[src/shared/ste_check_pkg.sv]
// Constants, register map and carrier types for the stream entry stall/ATS checker.
// Assumes a single core clock domain and an AXI4-Lite register master.
package stream_check_pkg;

  // Register byte offsets
  localparam logic [7:0] CTRL_OFF = 8'h00;
  localparam logic [7:0] STATUS_OFF = 8'h04;
  localparam logic [7:0] MASK_OFF = 8'h08;
  localparam logic [7:0] LAST_OFF = 8'h0C;

  // Control register fields
  localparam int CTRL_CHECK_BIT = 0;
  localparam int CTRL_V31_BIT = 1;
  localparam int CTRL_V30_STRICT_BIT = 2;
  localparam logic [2:0] CTRL_RESET = 3'h2;

  // Status and mask layout
  localparam int EVT_BAD_TREQ_BIT = 0;
  localparam int EVT_FORBIDDEN_BIT = 1;
  localparam int EVT_BAD_ENTRY_BIT = 2;
  localparam int EVT_W = 3;
  localparam logic [2:0] STATUS_RESET = 3'h0;
  localparam logic [2:0] MASK_RESET = 3'h0;

  // Entry encodings
  localparam logic [1:0] ATS_NONE = 2'h0;
  localparam logic [1:0] ATS_FULL = 2'h1;
  localparam logic [1:0] ATS_SPLIT = 2'h2;
  localparam logic [2:0] CFG_NESTED = 3'h7;
  localparam logic [2:0] CFG_OFF = 3'h0;
  localparam logic [1:0] STALL_MODEL_CFG = 2'h0;

  // AXI responses
  localparam logic [1:0] RESP_OKAY = 2'h0;
  localparam logic [1:0] RESP_DECERR = 2'h3;

  typedef enum logic [1:0] {
    XACT_UNTRANSLATED = 2'b00,
    XACT_TRANS_REQ = 2'b01,
    XACT_TRANSLATED = 2'b10
  } xact_kind_t;

  // Entry fields relevant to this checker
  typedef struct packed {
    logic [2:0] configField;
    logic defaultSubstreamBypass;
    logic stage1PartitionSourceSelect;
    logic stage1StallDisableBit;
    logic [1:0] atsEnableField;
    logic stage2StallSelect;
  } entry_t;

  // Implementation capability flags
  typedef struct packed {
    logic stage1PresentFlag;
    logic atsSupported;
    logic splitStageUnsupportedFlag;
    logic [1:0] stallModel;
  } caps_t;

  // Verdict for one checked transaction
  typedef struct packed {
    logic invalidEntry;
    logic unsupportedRequest;
    logic abortTranslated;
    logic bypassTranslated;
    logic serveFull;
    logic serveStage1Only;
    logic translateStage2;
    logic partitionFromContext;
    logic stallPermitted;
    logic badTranslationRequestEvent;
    logic translatedForbiddenEvent;
  } verdict_t;

endpackage

[src/verilog/stream_entry_stall_ats_check.sv]
// Stream entry decode and policy check for stall disable and ATS enable fields.
// Assumes entry, capabilities and requests come from host logic on core_clk;
// a register master reaches control, status and mask over AXI4-Lite.
//
// Functional notes
// - No stage 1: partition IDs from entry.
// - Stall disable forbids stage 1 stall model.
// - Without stage 1, stall disable reads zero.
// - Stage 1 disabled: ignore stall disable.
// - Stall disable set, model fixed: illegal.
// - ATS field governs requests and translated traffic.
// - ATS off: UR plus bad-request event.
// - ATS off, checking: abort, forbidden event.
// - Full ATS: translate all, translated bypasses.
// - Newer mode: full ATS, config1, stall2 illegal.
// - Older mode: full ATS, stall2 illegal if strict or config1.
// - Split ATS: stage1 answer, stage2 later.
// - Split ATS illegal unless nested, capable; code also makes it illegal with stall2 selected.
// - Split ATS without checking acts as off.
// - Reserved ATS encoding acts as off.
// - Translated checked only when check bit set.
// - No ATS support: field ignored, nothing passes.
//
// Local design decisions: the AXI4-Lite interface to the registers and the address map.
`timescale 1ns/1ps
module stream_entry_stall_ats_check
  import stream_check_pkg::*;
(
  input wire logic core_clk,
  input wire logic reset_n,
  input wire logic reqValid,
  input wire xact_kind_t reqKind,
  input wire entry_t entry,
  input wire caps_t caps,
  output verdict_t verdict,
  output logic verdictValid,
  output logic irq,
  input wire logic [7:0] s_axi_awaddr,
  input wire logic s_axi_awvalid,
  output logic s_axi_awready,
  input wire logic [31:0] s_axi_wdata,
  input wire logic [3:0] s_axi_wstrb,
  input wire logic s_axi_wvalid,
  output logic s_axi_wready,
  output logic [1:0] s_axi_bresp,
  output logic s_axi_bvalid,
  input wire logic s_axi_bready,
  input wire logic [7:0] s_axi_araddr,
  input wire logic s_axi_arvalid,
  output logic s_axi_arready,
  output logic [31:0] s_axi_rdata,
  output logic [1:0] s_axi_rresp,
  output logic s_axi_rvalid,
  input wire logic s_axi_rready
);

  // Known register offset test
  function automatic logic isMapped(input logic [7:0] addr);
    isMapped = (addr == CTRL_OFF) || (addr == STATUS_OFF) ||
      (addr == MASK_OFF) || (addr == LAST_OFF);
  endfunction

  logic [2:0] ctrl_r;
  logic [EVT_W-1:0] status_r;
  logic [EVT_W-1:0] mask_r;
  logic checkBit;
  logic v31Mode;
  logic v30Strict;
  logic writeFire;
  logic readFire;
  logic [7:0] wAddr;

  assign checkBit = ctrl_r[CTRL_CHECK_BIT];
  assign v31Mode = ctrl_r[CTRL_V31_BIT];
  assign v30Strict = ctrl_r[CTRL_V30_STRICT_BIT];
  assign writeFire = s_axi_awready;
  assign readFire = s_axi_arready;
  assign wAddr = s_axi_awaddr;

  // Stage 1 and stall decode
  logic s1Enabled;
  logic s1Performed;
  logic stallDisableEff;
  logic stallIllegal;

  assign s1Enabled = entry.configField[0];
  assign s1Performed = s1Enabled && !entry.defaultSubstreamBypass;
  // Absent stage 1 forces zero, disabled stage 1 ignores the bit
  assign stallDisableEff = caps.stage1PresentFlag && s1Enabled &&
    entry.stage1StallDisableBit;
  assign stallIllegal = stallDisableEff && (caps.stallModel != STALL_MODEL_CFG);

  // ATS field decode
  logic atsIgnored;
  logic silentRefuse;
  logic fullIllegal;
  logic splitIllegal;
  logic badEntry;
  logic [1:0] atsEff;

  assign atsIgnored = !caps.atsSupported || (entry.configField[1:0] == 2'h0);
  // A fully off entry or missing ATS refuses without recording events
  assign silentRefuse = !caps.atsSupported || (entry.configField == CFG_OFF);
  // Version dependent full ATS check
  assign fullIllegal = !atsIgnored && (entry.atsEnableField == ATS_FULL) &&
    entry.stage2StallSelect &&
    (v31Mode ? entry.configField[1] : (v30Strict || entry.configField[1]));
  assign splitIllegal = !atsIgnored && (entry.atsEnableField == ATS_SPLIT) &&
    ((entry.configField != CFG_NESTED) || entry.stage2StallSelect ||
     caps.splitStageUnsupportedFlag);
  assign badEntry = stallIllegal || fullIllegal || splitIllegal;

  // Effective ATS value seen by requests and translated traffic
  always_comb begin
    if (atsIgnored) begin
      atsEff = ATS_NONE;
    end else begin
      case (entry.atsEnableField)
        ATS_FULL: atsEff = ATS_FULL;
        ATS_SPLIT: atsEff = checkBit ? ATS_SPLIT : ATS_NONE;
        default: atsEff = ATS_NONE;
      endcase
    end
  end

  // Verdict for the current request
  verdict_t verdictNxt;
  always_comb begin
    verdictNxt = '0;
    verdictNxt.invalidEntry = badEntry;
    verdictNxt.partitionFromContext = s1Performed &&
      entry.stage1PartitionSourceSelect;
    verdictNxt.stallPermitted = !stallDisableEff;
    if (!badEntry) begin
      case (reqKind)
        XACT_TRANS_REQ: begin
          // Requests are always checked against the effective value
          case (atsEff)
            ATS_FULL: verdictNxt.serveFull = 1'b1;
            ATS_SPLIT: verdictNxt.serveStage1Only = 1'b1;
            default: begin
              verdictNxt.unsupportedRequest = 1'b1;
              verdictNxt.badTranslationRequestEvent = !silentRefuse;
            end
          endcase
        end
        XACT_TRANSLATED: begin
          if (!caps.atsSupported) begin
            verdictNxt.abortTranslated = 1'b1;
          end else if (!checkBit) begin
            verdictNxt.bypassTranslated = 1'b1;
          end else begin
            case (atsEff)
              ATS_FULL: verdictNxt.bypassTranslated = 1'b1;
              ATS_SPLIT: verdictNxt.translateStage2 = 1'b1;
              default: begin
                verdictNxt.abortTranslated = 1'b1;
                verdictNxt.translatedForbiddenEvent = !silentRefuse;
              end
            endcase
          end
        end
        default: ;
      endcase
    end
  end

  // Registered verdict
  always_ff @(posedge core_clk) begin
    if (!reset_n) begin
      verdict <= '0;
      verdictValid <= 1'b0;
    end else begin
      verdictValid <= reqValid;
      if (reqValid) begin
        verdict <= verdictNxt;
      end
    end
  end

  // Event capture for the status register
  logic [EVT_W-1:0] evtSet;
  always_comb begin
    evtSet = '0;
    evtSet[EVT_BAD_TREQ_BIT] = reqValid && verdictNxt.badTranslationRequestEvent;
    evtSet[EVT_FORBIDDEN_BIT] = reqValid && verdictNxt.translatedForbiddenEvent;
    evtSet[EVT_BAD_ENTRY_BIT] = reqValid && badEntry && (reqKind != XACT_UNTRANSLATED);
  end

  // Control register
  always_ff @(posedge core_clk) begin
    if (!reset_n) begin
      ctrl_r <= CTRL_RESET;
    end else if (writeFire && wAddr == CTRL_OFF && s_axi_wstrb[0]) begin
      ctrl_r <= s_axi_wdata[2:0];
    end
  end

  // Mask register; its next value also feeds the interrupt so both move together
  logic [EVT_W-1:0] mask_nxt;
  assign mask_nxt = (writeFire && wAddr == MASK_OFF && s_axi_wstrb[0]) ?
    s_axi_wdata[EVT_W-1:0] : mask_r;
  always_ff @(posedge core_clk) begin
    if (!reset_n) begin
      mask_r <= MASK_RESET;
    end else begin
      mask_r <= mask_nxt;
    end
  end

  // Sticky status, write one to clear, new event wins
  logic [EVT_W-1:0] clrBits;
  assign clrBits = (writeFire && wAddr == STATUS_OFF && s_axi_wstrb[0]) ?
    s_axi_wdata[EVT_W-1:0] : '0;
  always_ff @(posedge core_clk) begin
    if (!reset_n) begin
      status_r <= STATUS_RESET;
    end else begin
      status_r <= (status_r & ~clrBits) | evtSet;
    end
  end

  // Level interrupt from unmasked status
  always_ff @(posedge core_clk) begin
    if (!reset_n) begin
      irq <= 1'b0;
    end else begin
      irq <= |(((status_r & ~clrBits) | evtSet) & mask_nxt);
    end
  end

  // Write channel: take address and data together, then respond
  always_ff @(posedge core_clk) begin
    if (!reset_n) begin
      s_axi_awready <= 1'b0;
      s_axi_wready <= 1'b0;
      s_axi_bvalid <= 1'b0;
      s_axi_bresp <= RESP_OKAY;
    end else begin
      s_axi_awready <= s_axi_awvalid && s_axi_wvalid && !s_axi_awready && !s_axi_bvalid;
      s_axi_wready <= s_axi_awvalid && s_axi_wvalid && !s_axi_awready && !s_axi_bvalid;
      if (writeFire) begin
        s_axi_bvalid <= 1'b1;
        s_axi_bresp <= isMapped(wAddr) ? RESP_OKAY : RESP_DECERR;
      end else if (s_axi_bready) begin
        s_axi_bvalid <= 1'b0;
      end
    end
  end

  // Read channel: one address at a time, data follows next cycle
  logic [31:0] rdMux;
  always_comb begin
    case (s_axi_araddr)
      CTRL_OFF: rdMux = {29'h0000_0000, ctrl_r};
      STATUS_OFF: rdMux = {29'h0000_0000, status_r};
      MASK_OFF: rdMux = {29'h0000_0000, mask_r};
      LAST_OFF: rdMux = {20'h0_0000, verdictValid, verdict};
      default: rdMux = 32'h0000_0000;
    endcase
  end

  always_ff @(posedge core_clk) begin
    if (!reset_n) begin
      s_axi_arready <= 1'b0;
      s_axi_rvalid <= 1'b0;
      s_axi_rdata <= 32'h0000_0000;
      s_axi_rresp <= RESP_OKAY;
    end else begin
      s_axi_arready <= s_axi_arvalid && !s_axi_arready && !s_axi_rvalid;
      if (readFire) begin
        s_axi_rvalid <= 1'b1;
        s_axi_rdata <= rdMux;
        s_axi_rresp <= isMapped(s_axi_araddr) ? RESP_OKAY : RESP_DECERR;
      end else if (s_axi_rready) begin
        s_axi_rvalid <= 1'b0;
      end
    end
  end
endmodule // stream_entry_stall_ats_check

[config.mk]
export PLATFORM = sky130hd
export DESIGN_NAME = stream_entry_stall_ats_check
export DESIGN_NICKNAME = d
export VERILOG_FILES = /design/src/shared/ste_check_pkg.sv /design/src/verilog/stream_entry_stall_ats_check.sv
export SDC_FILE = /design/constraint.sdc
export NUM_CORES = 1
export LEC_CHECK = 0
export ABC_CLOCK_PERIOD_IN_PS = 2100
export BUFFER_PORTS_ARGS = -buffer_cell sky130_fd_sc_hd__buf_2
export CAP_MARGIN = 40
export CORE_MARGIN = 3
export CORE_UTILIZATION = 38
export CTS_CLUSTER_DIAMETER = 30
export CTS_CLUSTER_SIZE = 30
export DETAILED_ROUTE_END_ITERATION = 12
export PLACE_DENSITY = 0.76
export SYNTH_ARGS = -nofsm -noshare
export SYNTH_HDL_FRONTEND = slang
export SYNTH_SLANG_ARGS = --single-unit
[constraint.sdc]
create_clock -name core_clk -period 2.1 [get_ports core_clk]
set_input_delay 0.42 -clock core_clk [delete_from_list [all_inputs] [get_ports core_clk]]
set_output_delay 0.42 -clock core_clk [all_outputs]
set_load 0.02 [all_outputs]
# Word-level counts from Yosys, hierarchy flattened
# Cells that the tools add are included.
totals:
  regBits: 62
  inputBits: 76
  output_inout_bits: 54
op_classes:
  n_eq_ne: 13
  mux: 33
  bitwise_logic: 4
  n_reduce_logical: 57
op_table:
  columns: ["cell", "n"]
  rows:
  - ["$pmux 12 s4", 1]
  - ["$eq 8x4->1 const B", 4]
  - ["$logic_and 1x1->1", 25]
  - ["$mux 1", 21]
  - ["$eq 8x3->1 const B", 2]
  - ["$logic_not 8->1", 2]
  - ["$mux 2", 7]
  - ["$logic_or 1x1->1", 13]
  - ["$logic_not 1->1", 9]
  - ["$reduce_bool 2->1", 4]
  - ["$and 3x3->3", 2]
  - ["$eq 2x1->1 const B", 3]
  - ["$eq 2x2->1 const B", 3]
  - ["$mux 3", 2]
  - ["$mux 6", 1]
  - ["$pmux 2 s2", 1]
  - ["$logic_not 3->1", 1]
  - ["$ne 3x3->1 const B", 1]
  - ["$not 3->3", 1]
  - ["$or 3x3->3", 1]
  - ["$reduce_or 3->1", 1]
  - ["$logic_not 2->1", 1]
  - ["$reduce_or 2->1", 1]

# Depth between registers and ports, before layout
# Gate-level depths: netlist of the first run.
depth:
  depth_word: 14
  mapped_depth: 9
  mapped_depth_nobuf: 9

# Least setup slack after synthesis of the first run
# No wires, ideal clock.
synth_path:
  path_type: "input -> register"
  startpoint: "input port entry[1] (netlist bit)"
  endpoint: "register irq"
  setup_time_ns: 0.079
  arrival_time_ns: 1.921
  required_ns: 2.021
  setup_slack_ns: 0.101
  stages: 9
  n_path_buf: 0
  path_cell_list: "inv_1 -> ha_1 -> nand4b_1 -> inv_1 -> ha_1 -> nand4_1 -> or2_2 -> o21ba_1 -> o221ai_2"
synth_between:
  elab_chain_len: 14
synth_rtl:
  columns: ["element", "line", "rtl"]
  rows:
  - ["from (decl)", "stream_entry_stall_ats_check.sv:33", "input wire entry_t entry,"]
  - ["$eq 2x2->1 or $eq 2x1->1 (tied branches)", "stream_entry_stall_ats_check.sv:108, stream_entry_stall_ats_check.sv:118, stream_entry_stall_ats_check.sv:105", null]
  - ["$pmux 2 s2", "stream_entry_stall_ats_check.sv:118", "case (entry.atsEnableField)"]
  - ["$mux 2", "stream_entry_stall_ats_check.sv:115", "if (atsIgnored) begin"]
  - ["$eq 2x1->1 or $eq 2x2->1 (tied branches)", "stream_entry_stall_ats_check.sv:138, stream_entry_stall_ats_check.sv:153", null]
  - ["$reduce_or 2->1 (no line)", null, null]
  - ["$mux 1", "stream_entry_stall_ats_check.sv:138, stream_entry_stall_ats_check.sv:153", null]
  - ["$mux 1", "stream_entry_stall_ats_check.sv:150", "end else if (!checkBit) begin"]
  - ["$mux 1", "stream_entry_stall_ats_check.sv:148", "if (!caps.atsSupported) begin"]
  - ["$mux 1", "stream_entry_stall_ats_check.sv:135", "case (reqKind)"]
  - ["$mux 2", "stream_entry_stall_ats_check.sv:134", "if (!badEntry) begin"]
  - ["$logic_and 1x1->1", "stream_entry_stall_ats_check.sv:186", "evtSet[EVT_FORBIDDEN_BIT] = reqValid && verdictNxt.translatedForbiddenEvent;"]
  - ["$or 3x3->3 (*)", "stream_entry_stall_ats_check.sv:228", "irq <= |(((status_r & ~clrBits) | evtSet) & mask_nxt);"]
  - ["$and 3x3->3 (*)", "stream_entry_stall_ats_check.sv:228", null]
  - ["$reduce_or 3->1 (*)", "stream_entry_stall_ats_check.sv:228", null]
  - ["to (signal assigned)", "stream_entry_stall_ats_check.sv:228", null]
  - ["to (decl)", "stream_entry_stall_ats_check.sv:37", "output logic irq,"]
# Every way passes the cells marked *; elsewhere a longest branch is shown, timed or not.
# A chain may end at the register's enable or synchronous reset.

# Worst setup path after layout of the first run
# Ends and elaborated chain as after synthesis.

==> results.md, run 1 <==
- Run status: finished clean
- Final core area utilization: 0.523
- GPL Wtd Cong: 0.851
- Final HPWL DP: 3810 um
- Pin count of the biggest net entering global routing: 15
- TritonCTS clock tree: built
- CTS clk-pin slew, worst paths: around 0.090 ns
- Avg Cell Area, Syn: around 9.9 um2
- Static Leak: between 1 and 1.5 nW
- Setup Buffers After CTS: 0
- Worst Hold Depth: 3
- # nets final: between 300 and 400
- Max incr delay on CP: 0.29 ns
- Crit. End Element: register
- Slew HR: 0.609
- Die span in x: 78.3 um
- Hold EP: s_axi_wready$_SDFF_PN0_
- Worst Hold Class: in2reg
- Crit-path slowest cell: ha_1
- RR Endpoint: irq$_SDFF_PN0_
- R2R cell count: 5
- DRT Pass-1 Iters: 4
- Share of layout cells above drive strength 1: 0.410
- Cts repair resizes: 0
- CTS Root Cell: clkbuf_8
- VDD IR max: 0.000307 V
- DRC: 0
- Global-route usage over all layers: 0.153
- Via count: 1,712
- Initial antenna violation count: 0
- Final setup fails: 0
- Crit-path max FO: 2
- Arr. time, crit path: a little over 2 ns
- GRT Residual Overflow: 0
- Antenna viol nets, final: 0
- Worst skew pair latency: roughly 0.3 ns
- Initial Util: 0.407
- First-pass GRT wire length: roughly 7400 um
- Inserted Diodes: 0
- Buffers added on ports: 77
- Unrepaired setup endpoints after global routing: false
- Clk network pwr share: 0.389
- Vias/cell: ~4.8
- Min-delay src: s_axi_wvalid
- Fill cell count: ~470
- Int Pwr: 1.22 mW
- DR WL/cell: ~13 um
- Startpoint Class: input pin
- Area Overhead vs Synth: 28.5%
- IO Count: 130
- NetSw: 434 uW
- Longest Clk Path Bufs: 2
- PwrDens: approximately 650 nW/um2
- Vias in the first global route: 1,608
- DRT iter0 DRCs: between 100 and 150
- MaxCap Viol Count: 0
- H-tree Lvls: 2
- Dpl cells: 349
- Die footprint: 6130 um2
- Post-layout min period: 1.79 ns
- Prevailing post-synth register cell: dfxtp_1
- Clock Sinks: 40
- Post-synth EDFFs: 0
- Final-report hold violation count: 0
- Mapped Cells: 200
- Ys async rst share: 0
- Final Skew: roughly 0.011 ns
- Required time of the critical path: 2.33 ns
- Max-slew violation count: 0
- Cell Chain, Critical Path: buf_2, inv_1, ha_1, nand4b_1, inv_1, ha_1, nand4_1, or2_2, o21ba_1, o221ai_2
- Post-Route WL: 4640 um
- Worst Tran Pin Value: between 0.5 and 0.6 ns
- Total CTS buffers: 5
- Cell area after synthesis: ~2000 um2
- Register area share after synthesis: 0.403
- Combinational share of power: 0.135
- Share of power burned in registers: 0.476
- Fmax: 0.558 GHz
- RR Startpoint: s_axi_wready$_SDFF_PN0_
- YS warnings: 0
- R2R setup slack: between 0.4 and 0.5 ns
- Die height: 78.3 um
- Final cell count without fillers: 357
- Switching Share: 0.263
- Seq cells post-synth: 40
- Core box area: just under 5000 um2
- Synth unique cells: between 50 and 60
- Fin crit share: 0.853
- Crit path launch: entry[1]
- CTS Hold Bufs: 0
- Num rows: 25
- Crit Path Class: in2reg
==> cell usage after synthesis, types with 2 or more instances <==
cell,count,area [um2]
a21oi_1,10,50.1
a22o_1,9,78.8
a22oi_1,3,22.5
a2bb2oi_1,3,26.3
buf_4,23,173
clkbuf_1,3,11.3
dfxtp_1,40,801
ha_1,5,62.6
inv_1,9,33.8
mux2i_1,6,60.1
mux4_2,3,67.6
nand2_1,8,30.0
nand2b_1,3,18.8
nand3_1,4,20.0
nand3b_1,3,22.5
nand4_1,8,50.1
nand4b_1,2,17.5
nor2_1,18,67.6
o211a_1,2,20.0
o21ai_0,5,25.0
==> state kept, by name, summed over array words and instances, names as in the netlist <==
name and flops:
s_axi_rdata 12, verdict 11, ctrl_r 3, mask_r 3, status_r 3, irq 1, s_axi_arready 1, s_axi_bresp 1
s_axi_bvalid 1, s_axi_rresp 1, s_axi_rvalid 1, s_axi_wready 1, verdictValid 1
==> power groups by stage <==
stage                     registers (mW)  logic, mW  clock network, mW
after floorplan                    0.814      0.141                  0
after global placement             0.802      0.217                  0
after detailed placement           0.803      0.222                  0
after CTS                          0.785      0.223              0.654
after global routing               0.788      0.242              0.681
final                              0.785      0.222              0.642
==> area by class of cell <==
type | count | area (um2) | share of cell area
Clock inverter | 3 | 47.5 | 0.0186
Multi-Input combinational cell | 141 | 1030 | 0.402
Clock buffer | 5 | 68.8 | 0.0270
Tap cell | 67 | 83.8 | 0.0329
Sequential cell | 40 | 801 | 0.314
Timing Repair Buffer | 90 | 483 | 0.189
Inverter | 11 | 41.3 | 0.0162
==> worst max-delay path, delay by kind of cell <==
kind	cells	cell delay [ns]
buffers and inverters	3	0.18
AND/OR/NAND/NOR	3	0.52
AO/OA/AOI/OAI	2	0.36
adder cells (fa/ha/maj)	2	0.55
==> layout by cell type, fill, tap and decap left out, types with 2 or more instances in the layout <==
master     netlist  routed
a21oi_1         10      10
a2bb2oi_1        3       3
inv_1            9       9
nand2b_1         3       3
conb_1           1      20
buf_2            1      77
mux4_2           3       3
buf_4           23      13
dfxtp_1         40      40
nand4_1          8       8
ha_1             5       5
mux2i_1          6       6
nand3b_1         3       3
o211a_1          2       2
nand3_1          4       4
o21ai_0          5       5
nor2_1          18      18
a22o_1           9       9
clkbuf_8         0       5
clkinv_4         0       2
nand2_1          8       8
nand4b_1         2       2
a22oi_1          3       3
==> how the worst max path moves through the flow <==
stage	to	slack, ns	depth (start not counted)
2_1_floorplan	irq$_SDFF_PN0_	0.10	9
5_1_grt	irq$_SDFF_PN0_	0.23	10
3_3_place_gp	irq$_SDFF_PN0_	-0.009	10
3_5_place_dp	irq$_SDFF_PN0_	-0.001	10
6_report	irq$_SDFF_PN0_	0.31	10
4_1_cts	irq$_SDFF_PN0_	0.31	10
==> kinds of logic after synthesis <==
group                      share of synthesized area
buffers and inverters                          0.116
and+or+nand+nor                                0.193
other                                        0.00189
adders and majority gates                     0.0315
DFF                                            0.403
AOI/OAI and AO/OA                              0.190
muxes                                         0.0643
==> metal layers <==
layer  global-route usage  wire (um)
met4               0.0594         57
met2                0.258       2280
met3               0.0470        353
met1                0.181       1950
met5                    0          0
==> metrics by stage <==
step,worst slack (ns),instance area (um2),total power [mW],setup TNS [ns],hold slack [ns]
finish,0.309,2550,1.65,0,0.347
detailed placement,-0.00121,2430,1.03,-0.00121,0.447
global placement,-0.00888,2430,1.02,-0.00888,0.428
floorplan,0.101,2060,0.955,0,0.451
global route,0.235,2550,1.71,0,0.359
CTS,0.307,2550,1.66,0,0.345
Note: power is estimated with default switching activity, not from simulation.
==> run 2: changes to the inputs <==
Settings changed: CORE_MARGIN 3 to not set.
==> run 2 against run 1 <==
Effect of this change:
- sequential power is essentially flat
- wire length down 3.4%
- worst setup slack improved by 0.013 ns
- critical path depth unchanged
- core utilization shrank 0.77 points
- largest power group unchanged
==> results.md, run 2 (synthesis results as in run 1) <==
- Run status: finished clean
- DRT Pass-1 Iters: 4 (unchanged)
- Final core area utilization: 0.515 (-0.00769)
- Setup Buffers After CTS: 0 (unchanged)
- Die footprint: 5520 um2 (-10%)
- H-tree Lvls: 2 (unchanged)
- Initial Util: 0.407 (unchanged)
- Initial antenna violation count: 0 (unchanged)
- GRT Residual Overflow: 0 (unchanged)
- IO Count: 130 (unchanged)
- Area Overhead vs Synth: 26.6%
- Setup TNS: 0 ns (unchanged)
- Via count: 1,697 (-0.88%)
- DR WL/cell: 12.6 um (-2.9%)
- Die height: 74.3 um (-5.1%)
- Startpoint Class: input pin
- Worst Tran Pin Value: 0.617 ns (+0.0324 ns)
- CTS clk-pin slew, worst paths: 0.08 ns (about the same)
- MaxCap Viol Count: 0 (unchanged)
- Total CTS buffers: 5 (unchanged)
- GPL Wtd Cong: 0.887 (+4.3%)
- CTS Hold Bufs: 0 (unchanged)
- CTS Root Cell: clkbuf_8
- DRT iter0 DRCs: 64 (-51%)
- Final setup fails: 0 (unchanged)
- Clock Sinks: 40 (unchanged)
- Max-slew violation count: 0 (unchanged)
- Static Leak: 1.19 nW (-1.9%)
- Inserted Diodes: 0 (unchanged)
- Fill cell count: 488 (+4.9%)
- Final Skew: 0.00515 ns (-0.00627 ns)
- Post-Route WL: 4480 um (-3.4%)
- VDD IR max: 0.000251 V (-18%)
- Required time of the critical path: 2.32 ns (about the same)
- Multi-input logic area: 1030 um2 (unchanged)
- Vias/cell: 4.78 (-0.32%)
- Pre-CTS setup slack: 0.0140 ns (+0.0152 ns)
- Pin count of the biggest net entering global routing: 14 (-1)
- PwrDens: 612 nW/um2 (-5.4%)
- Final HPWL DP: 3560 um (-6.5%)
- Num rows: 25 (unchanged)
- First-pass GRT wire length: 6840 um (-7.7%)
- Unrepaired setup endpoints after global routing: false
- Vias in the first global route: 1,538 (-4.4%)
- Regs by FF count: s_axi_rdata x12, verdict x11
- Setup ws final: 0.322 ns (+0.0125 ns)
- DRC: 0 (unchanged)
- Post-layout min period: 1.78 ns (-0.0125 ns)
- Crit-path max FO: 2 (unchanged)
- Die span in x: 74.3 um (-5.1%)
- Worst skew pair latency: 0.29 ns (about the same)
- Core box area: 4880 um2 (unchanged)
- Crit. End Element: register
- Slew HR: 0.587 (-0.0217)
- Seq. cell area: 801 um2 (unchanged)
- Share of layout cells above drive strength 1: 0.403 (-0.00757)
- Crit Path Class: in2reg
- # nets final: 368 (-0.54%)
- Fmax: 0.562 GHz (+0.70%)
- Longest Clk Path Bufs: 2 (unchanged)
- Final-report hold violation count: 0 (unchanged)
- Cts repair resizes: 0 (unchanged)
- Global-route usage over all layers: 0.167 (+0.0144)
- Biggest register: s_axi_rdata
- Antenna viol nets, final: 0 (unchanged)
- Arr. time, crit path: 2.00 ns (-0.02 ns)
- Buffers added on ports: 77 (unchanged)
- Worst Hold Class: in2reg
- Most common cell after layout, fill and taps aside: buf_2
- Max reg flops: 12 (unchanged)
- TritonCTS clock tree: built
- Most frequent cells in the layout: buf_2, dfxtp_1, conb_1
- Fin crit share: 0.847 (-0.00596)
run 2: worst paths after layout:
check	startpoint	endpoint	slack, ns	depth (start not counted)
min reg2reg	s_axi_bvalid$_SDFFE_PN0P_	s_axi_wready$_SDFF_PN0_	0.45	1
min	s_axi_wvalid	s_axi_wready$_SDFF_PN0_	0.34	3
max reg2reg	ctrl_r[1]$_SDFFE_PN1P_	irq$_SDFF_PN0_	0.45	5
max	entry[1]	irq$_SDFF_PN0_	0.32	10
run 2: critical path: stages:
cell      delay, ns
buf_2          0.09
inv_1          0.04
ha_1           0.26
nand4b_1       0.12
inv_1          0.05
ha_1           0.28
nand4_1        0.11
or2_2          0.28
o21ba_1        0.20
o221ai_2       0.15
run 2: metrics by stage:
stage | total power, mW | area, um2 | instances | hold slack (ns)
5_1_grt | 1.61 | 2510 | 355 | 0.353
3_5_place_dp | 1.02 | 2420 | 347 | 0.447
2_1_floorplan | 0.955 | 2060 | 219 | 0.451
4_1_cts | 1.54 | 2510 | 355 | 0.340
6_report | 1.54 | 2510 | 355 | 0.344
3_3_place_gp | 1.02 | 2420 | 347 | 0.424
run 2: power breakdown:
part           switching, mW  total, mW  internal [mW]  leakage [nW]
clock                  0.268      0.535          0.267        0.0445
sequential            0.0128      0.785          0.772         0.324
combinational          0.135      0.218         0.0837         0.826
run 2: cell type report:
| type | instances | area share |
|---|---|---|
| Multi-Input combinational cell | 141 | 0.408 |
| Tap cell | 67 | 0.0333 |
| Clock inverter | 1 | 0.00299 |
| Clock buffer | 7 | 0.0343 |
| Timing Repair Buffer | 88 | 0.186 |
| Sequential cell | 40 | 0.319 |
| Inverter | 11 | 0.0164 |
run 2: routing by layer:
layer,share of wire,wire length [um],global-route usage
met5,0,0,0
met4,0.018,82,0.0776
met3,0.050,224,0.0434
met2,0.49,2180,0.278
met1,0.45,2000,0.203
==> run 3: changes to the inputs <==
Settings changed: ABC_AREA set to 1, ABC_CLOCK_PERIOD_IN_PS 2100 to 1680, CORE_UTILIZATION 38 to 43, PLACE_DENSITY 0.76 to 0.8.
Clock period 2.1 ns to 1.68 ns, I/O delays scaled along.
==> run 3 against run 2 <==
Effect of this change:
- die area fell by 4.9%
- global-route usage rose by 2.8 points
- hold slack got worse by 0.073 ns
- total power rose by 42%
- wire length rose by 6.4%
- synthesized cell count rose by 46%
- critical path type is now reg2reg
- critical endpoint unchanged
- highest routed layer unchanged
==> results.md, run 3 <==
- Vias/cell: 4.59 (-4.0%)
- Final Skew: 0.00560 ns (+0.000447 ns)
- Buffers added on ports: 77 (unchanged)
- TritonCTS clock tree: built
- Final setup fails: 0 (unchanged)
- Largest family of logic cells by synthesized area: simple AND/OR/NAND/NOR gates
- DRT iter0 DRCs: 92 (+44%)
- Max reg flops: 12 (unchanged)
- Post-synth EDFFs: 0 (unchanged)
- Post-Synth Adder-Cell Area: 0.0293 (-0.00218)
- DR WL/cell: 10.7 um (-16%)
- Required time of the critical path: 1.86 ns (-0.46 ns)
- GRT Residual Overflow: 0 (unchanged)
- MaxCap Viol Count: 0 (unchanged)
- Setup Buffers After CTS: 0 (unchanged)
- Synth area leaders: dfxtp_1, nand2_1, buf_4
- Power Total: 2.19 mW (+42%)
- Run status: finished clean
- R2R setup slack: 0.17 ns (-0.28 ns)
- Fin crit share: 0.896
- Switching Share: 0.244 (-0.0269)
- IO Count: 130 (unchanged)
- Global-route usage over all layers: 0.195 (+0.0278)
- Share of layout cells above drive strength 1: 0.318 (-0.0852)
- Arr. time, crit path: 1.69 ns (-0.31 ns)
- Mux share of post-synthesis cell area: 0 (-0.0643)
- Static Leak: 1.38 nW (+16%)
- Pin count of the biggest net entering global routing: 18 (+4)
- R2R cell count: 9 (+4)
- Crit-path max FO: 3 (+1)
- Min-delay src: s_axi_arvalid
- Post-synth top cells: nand2_1, dfxtp_1, inv_1
- Avg Cell Area, Syn: 7.31 um2 (-26%)
- Cell area after synthesis: 2130 um2 (+7.4%)
- Ys async rst share: 0 (unchanged)
- Final HPWL DP: 3880 um (+8.8%)
- Synth unique cells: 29 (-45%)
- Biggest register: s_axi_rdata
- Die footprint: 5250 um2 (-4.9%)
- Core box area: 4750 um2 (-2.6%)
- Post-Route WL: 4770 um (+6.4%)
- Most common cell after layout, fill and taps aside: buf_2
- GPL Wtd Cong: 0.902 (+1.6%)
- Synth Area in Compound Gates: 0.100 (-0.0894)
- H-tree Lvls: 2 (unchanged)
- Gr busiest metal: met2
- RR Endpoint: irq$_SDFF_PN0_
- Top-count cell post-synth: nand2_1
- Longest Clk Path Bufs: 2 (unchanged)
- Clock Sinks: 40 (unchanged)
- Worst skew pair latency: 0.29 ns (about the same)
- Total CTS buffers: 5 (unchanged)
- Regs by FF count: s_axi_rdata x12, verdict x11
- Prevailing post-synth register cell: dfxtp_1
- Vias in the first global route: 1,915 (+25%)
- Clk network pwr share: 0.415 (+0.067)
- CTS Hold Bufs: 0 (unchanged)
- Post-route cell area: 2720 um2 (+8.1%)
- Num rows: 25 (unchanged)
- Most frequent cells in the layout: buf_2, nand2_1, dfxtp_1
- Top cell type's share of synthesized area: 0.375 (-0.0279)
- CTS Root Cell: clkbuf_8
- VDD IR max: 0.000504 V (+100%)
- Post-layout min period: between 1.5 and 2 ns
- Share of power burned in registers: 0.449 (-0.061)
- Worst Tran Pin Value: 0.731 ns (+0.114 ns)
- Met1 Usage GRT: 0.251 (+0.0479)
- DRT Pass-1 Iters: 4 (unchanged)
- NetSw: 533 uW (+28%)
- Met2 Usage GRT: 0.336 (+0.0587)
- Combinational share of power: 0.136 (-0.006)
- Worst Hold Depth: 3 (unchanged)
- DRC: 0 (unchanged)
- Crit. End Element: register
- CTS clk-pin slew, worst paths: 0.08 ns (about the same)
- Hold EP: s_axi_arready$_SDFF_PN0_
- Crit path launch: ctrl_r[0]$_SDFFE_PN0P_
- Seq cells post-synth: 40 (unchanged)
- Final-report hold violation count: 0 (unchanged)
- Mapped Cells: 292 (+46%)
- Register area share after synthesis: 0.375 (-0.0279)
- Met3 usage: 0.0347 (-0.00864)
- YS warnings: 0 (unchanged)
- XOR/XNOR share of the synthesized area: 0 (unchanged)
- Max-slew violation count: 0 (unchanged)
- PwrDens: 805 nW/um2 (+32%)
- Final core area utilization: 0.571 (+0.0562)
- Crit Path Class: reg2reg
- Antenna viol nets, final: 0 (unchanged)
- First-pass GRT wire length: 8200 um (+20%)
- Die height: 72.4 um (-2.5%)
- Fmax: 0.664 GHz
- Setup TNS: 0 ns (unchanged)
- Initial antenna violation count: 0 (unchanged)
- RR Startpoint: ctrl_r[0]$_SDFFE_PN0P_
- Initial Util: 0.449 (+0.0418)
- # nets final: 462 (+26%)
- Leading area contributor after synthesis: dfxtp_1
- Area Overhead vs Synth: 27.3%
- Die span in x: 72.4 um (-2.5%)
- Inserted Diodes: 0 (unchanged)
- Dpl cell area: 2580 um2 (+6.7%)
- Int Pwr: 1.65 mW (+47%)
- Startpoint Class: register
- Synth Area in Simple Gates: 0.327 (+0.134)
- Slew HR: 0.511 (-0.0762)
- Unrepaired setup endpoints after global routing: false
- Worst Hold Class: in2reg
- Via count: 2,056 (+21%)
run 3: cell types whose count changed in the layout (fill, tap and decap cells not counted), moves of 4 or more:
cell | previous run | this run
a22o_1 | 9 | 0
mux2i_1 | 6 | 0
nand3_1 | 4 | 21
a21oi_1 | 10 | 20
nand2_2 | 0 | 4
o21ai_1 | 1 | 10
inv_1 | 9 | 38
nor3_1 | 0 | 6
o21ai_0 | 5 | 10
nand2_1 | 8 | 57
run 3: cell families (layout without fill, tap and decap cells):
group	Yosys count	after routing
simple gates	134	134
compound gates	42	42
fa+ha+maj	5	5
other cells	1	20
flops	40	40
buf+inv	70	140
run 3: worst max path at each step:
stage                                    to  cells past startpoint
floorplan                    irq$_SDFF_PN0_                     10
global placement             irq$_SDFF_PN0_                     11
detailed placement           irq$_SDFF_PN0_                     11
CTS                          irq$_SDFF_PN0_                      9
global route        verdict[0]$_SDFFE_PN0P_                      8
finish                       irq$_SDFF_PN0_                      9
run 3: cell type report:
type                       instances  area [um2]
clock buffer                       5        68.8
clock inverter                     2        60.1
fill                             481        2040
inverter                          42         158
multi-input combinational        201        1050
sequential                        40         801
tap                               67        83.8
timing repair buffer              91         490
run 3: repair_timing:
item                                   CTS  global route
setup endpoints to repair                0             2
gates resized for setup                  0             1
endpoints found under the hold margin    0             0
run 3: power by group through the flow:
stage	registers (mW)	clock network, mW	logic, mW
finish	0.981	0.908	0.298
global route	0.984	0.951	0.332
CTS	0.981	0.923	0.299
detailed placement	1.00	0	0.298
global placement	1.00	0	0.290
floorplan	1.02	0	0.198
run 3: worst max-delay path: stages, from the launching register on:
cell	delay (ns)
dfxtp_1	0.40
inv_1	0.08
nor3_2	0.20
ha_1	0.28
nand3_1	0.11
nor2_1	0.05
nand2_2	0.08
nand2_1	0.06
nand3_1	0.07
nand3_2	0.06
run 3: through the flow:
stage	worst slack (ns)	std cells	hold slack, ns
global placement	-0.182	441	0.424
CTS	0.114	448	0.267
finish	0.174	448	0.271
floorplan	0.0569	311	0.437
detailed placement	-0.168	441	0.440
global route	0.0438	448	0.278
run 3: per-layer routing:
layer	up-vias	share of wire
met1	915	0.45
met5	-	0
met4	0	0.0084
li1	1072	-
met3	4	0.049
met2	65	0.49
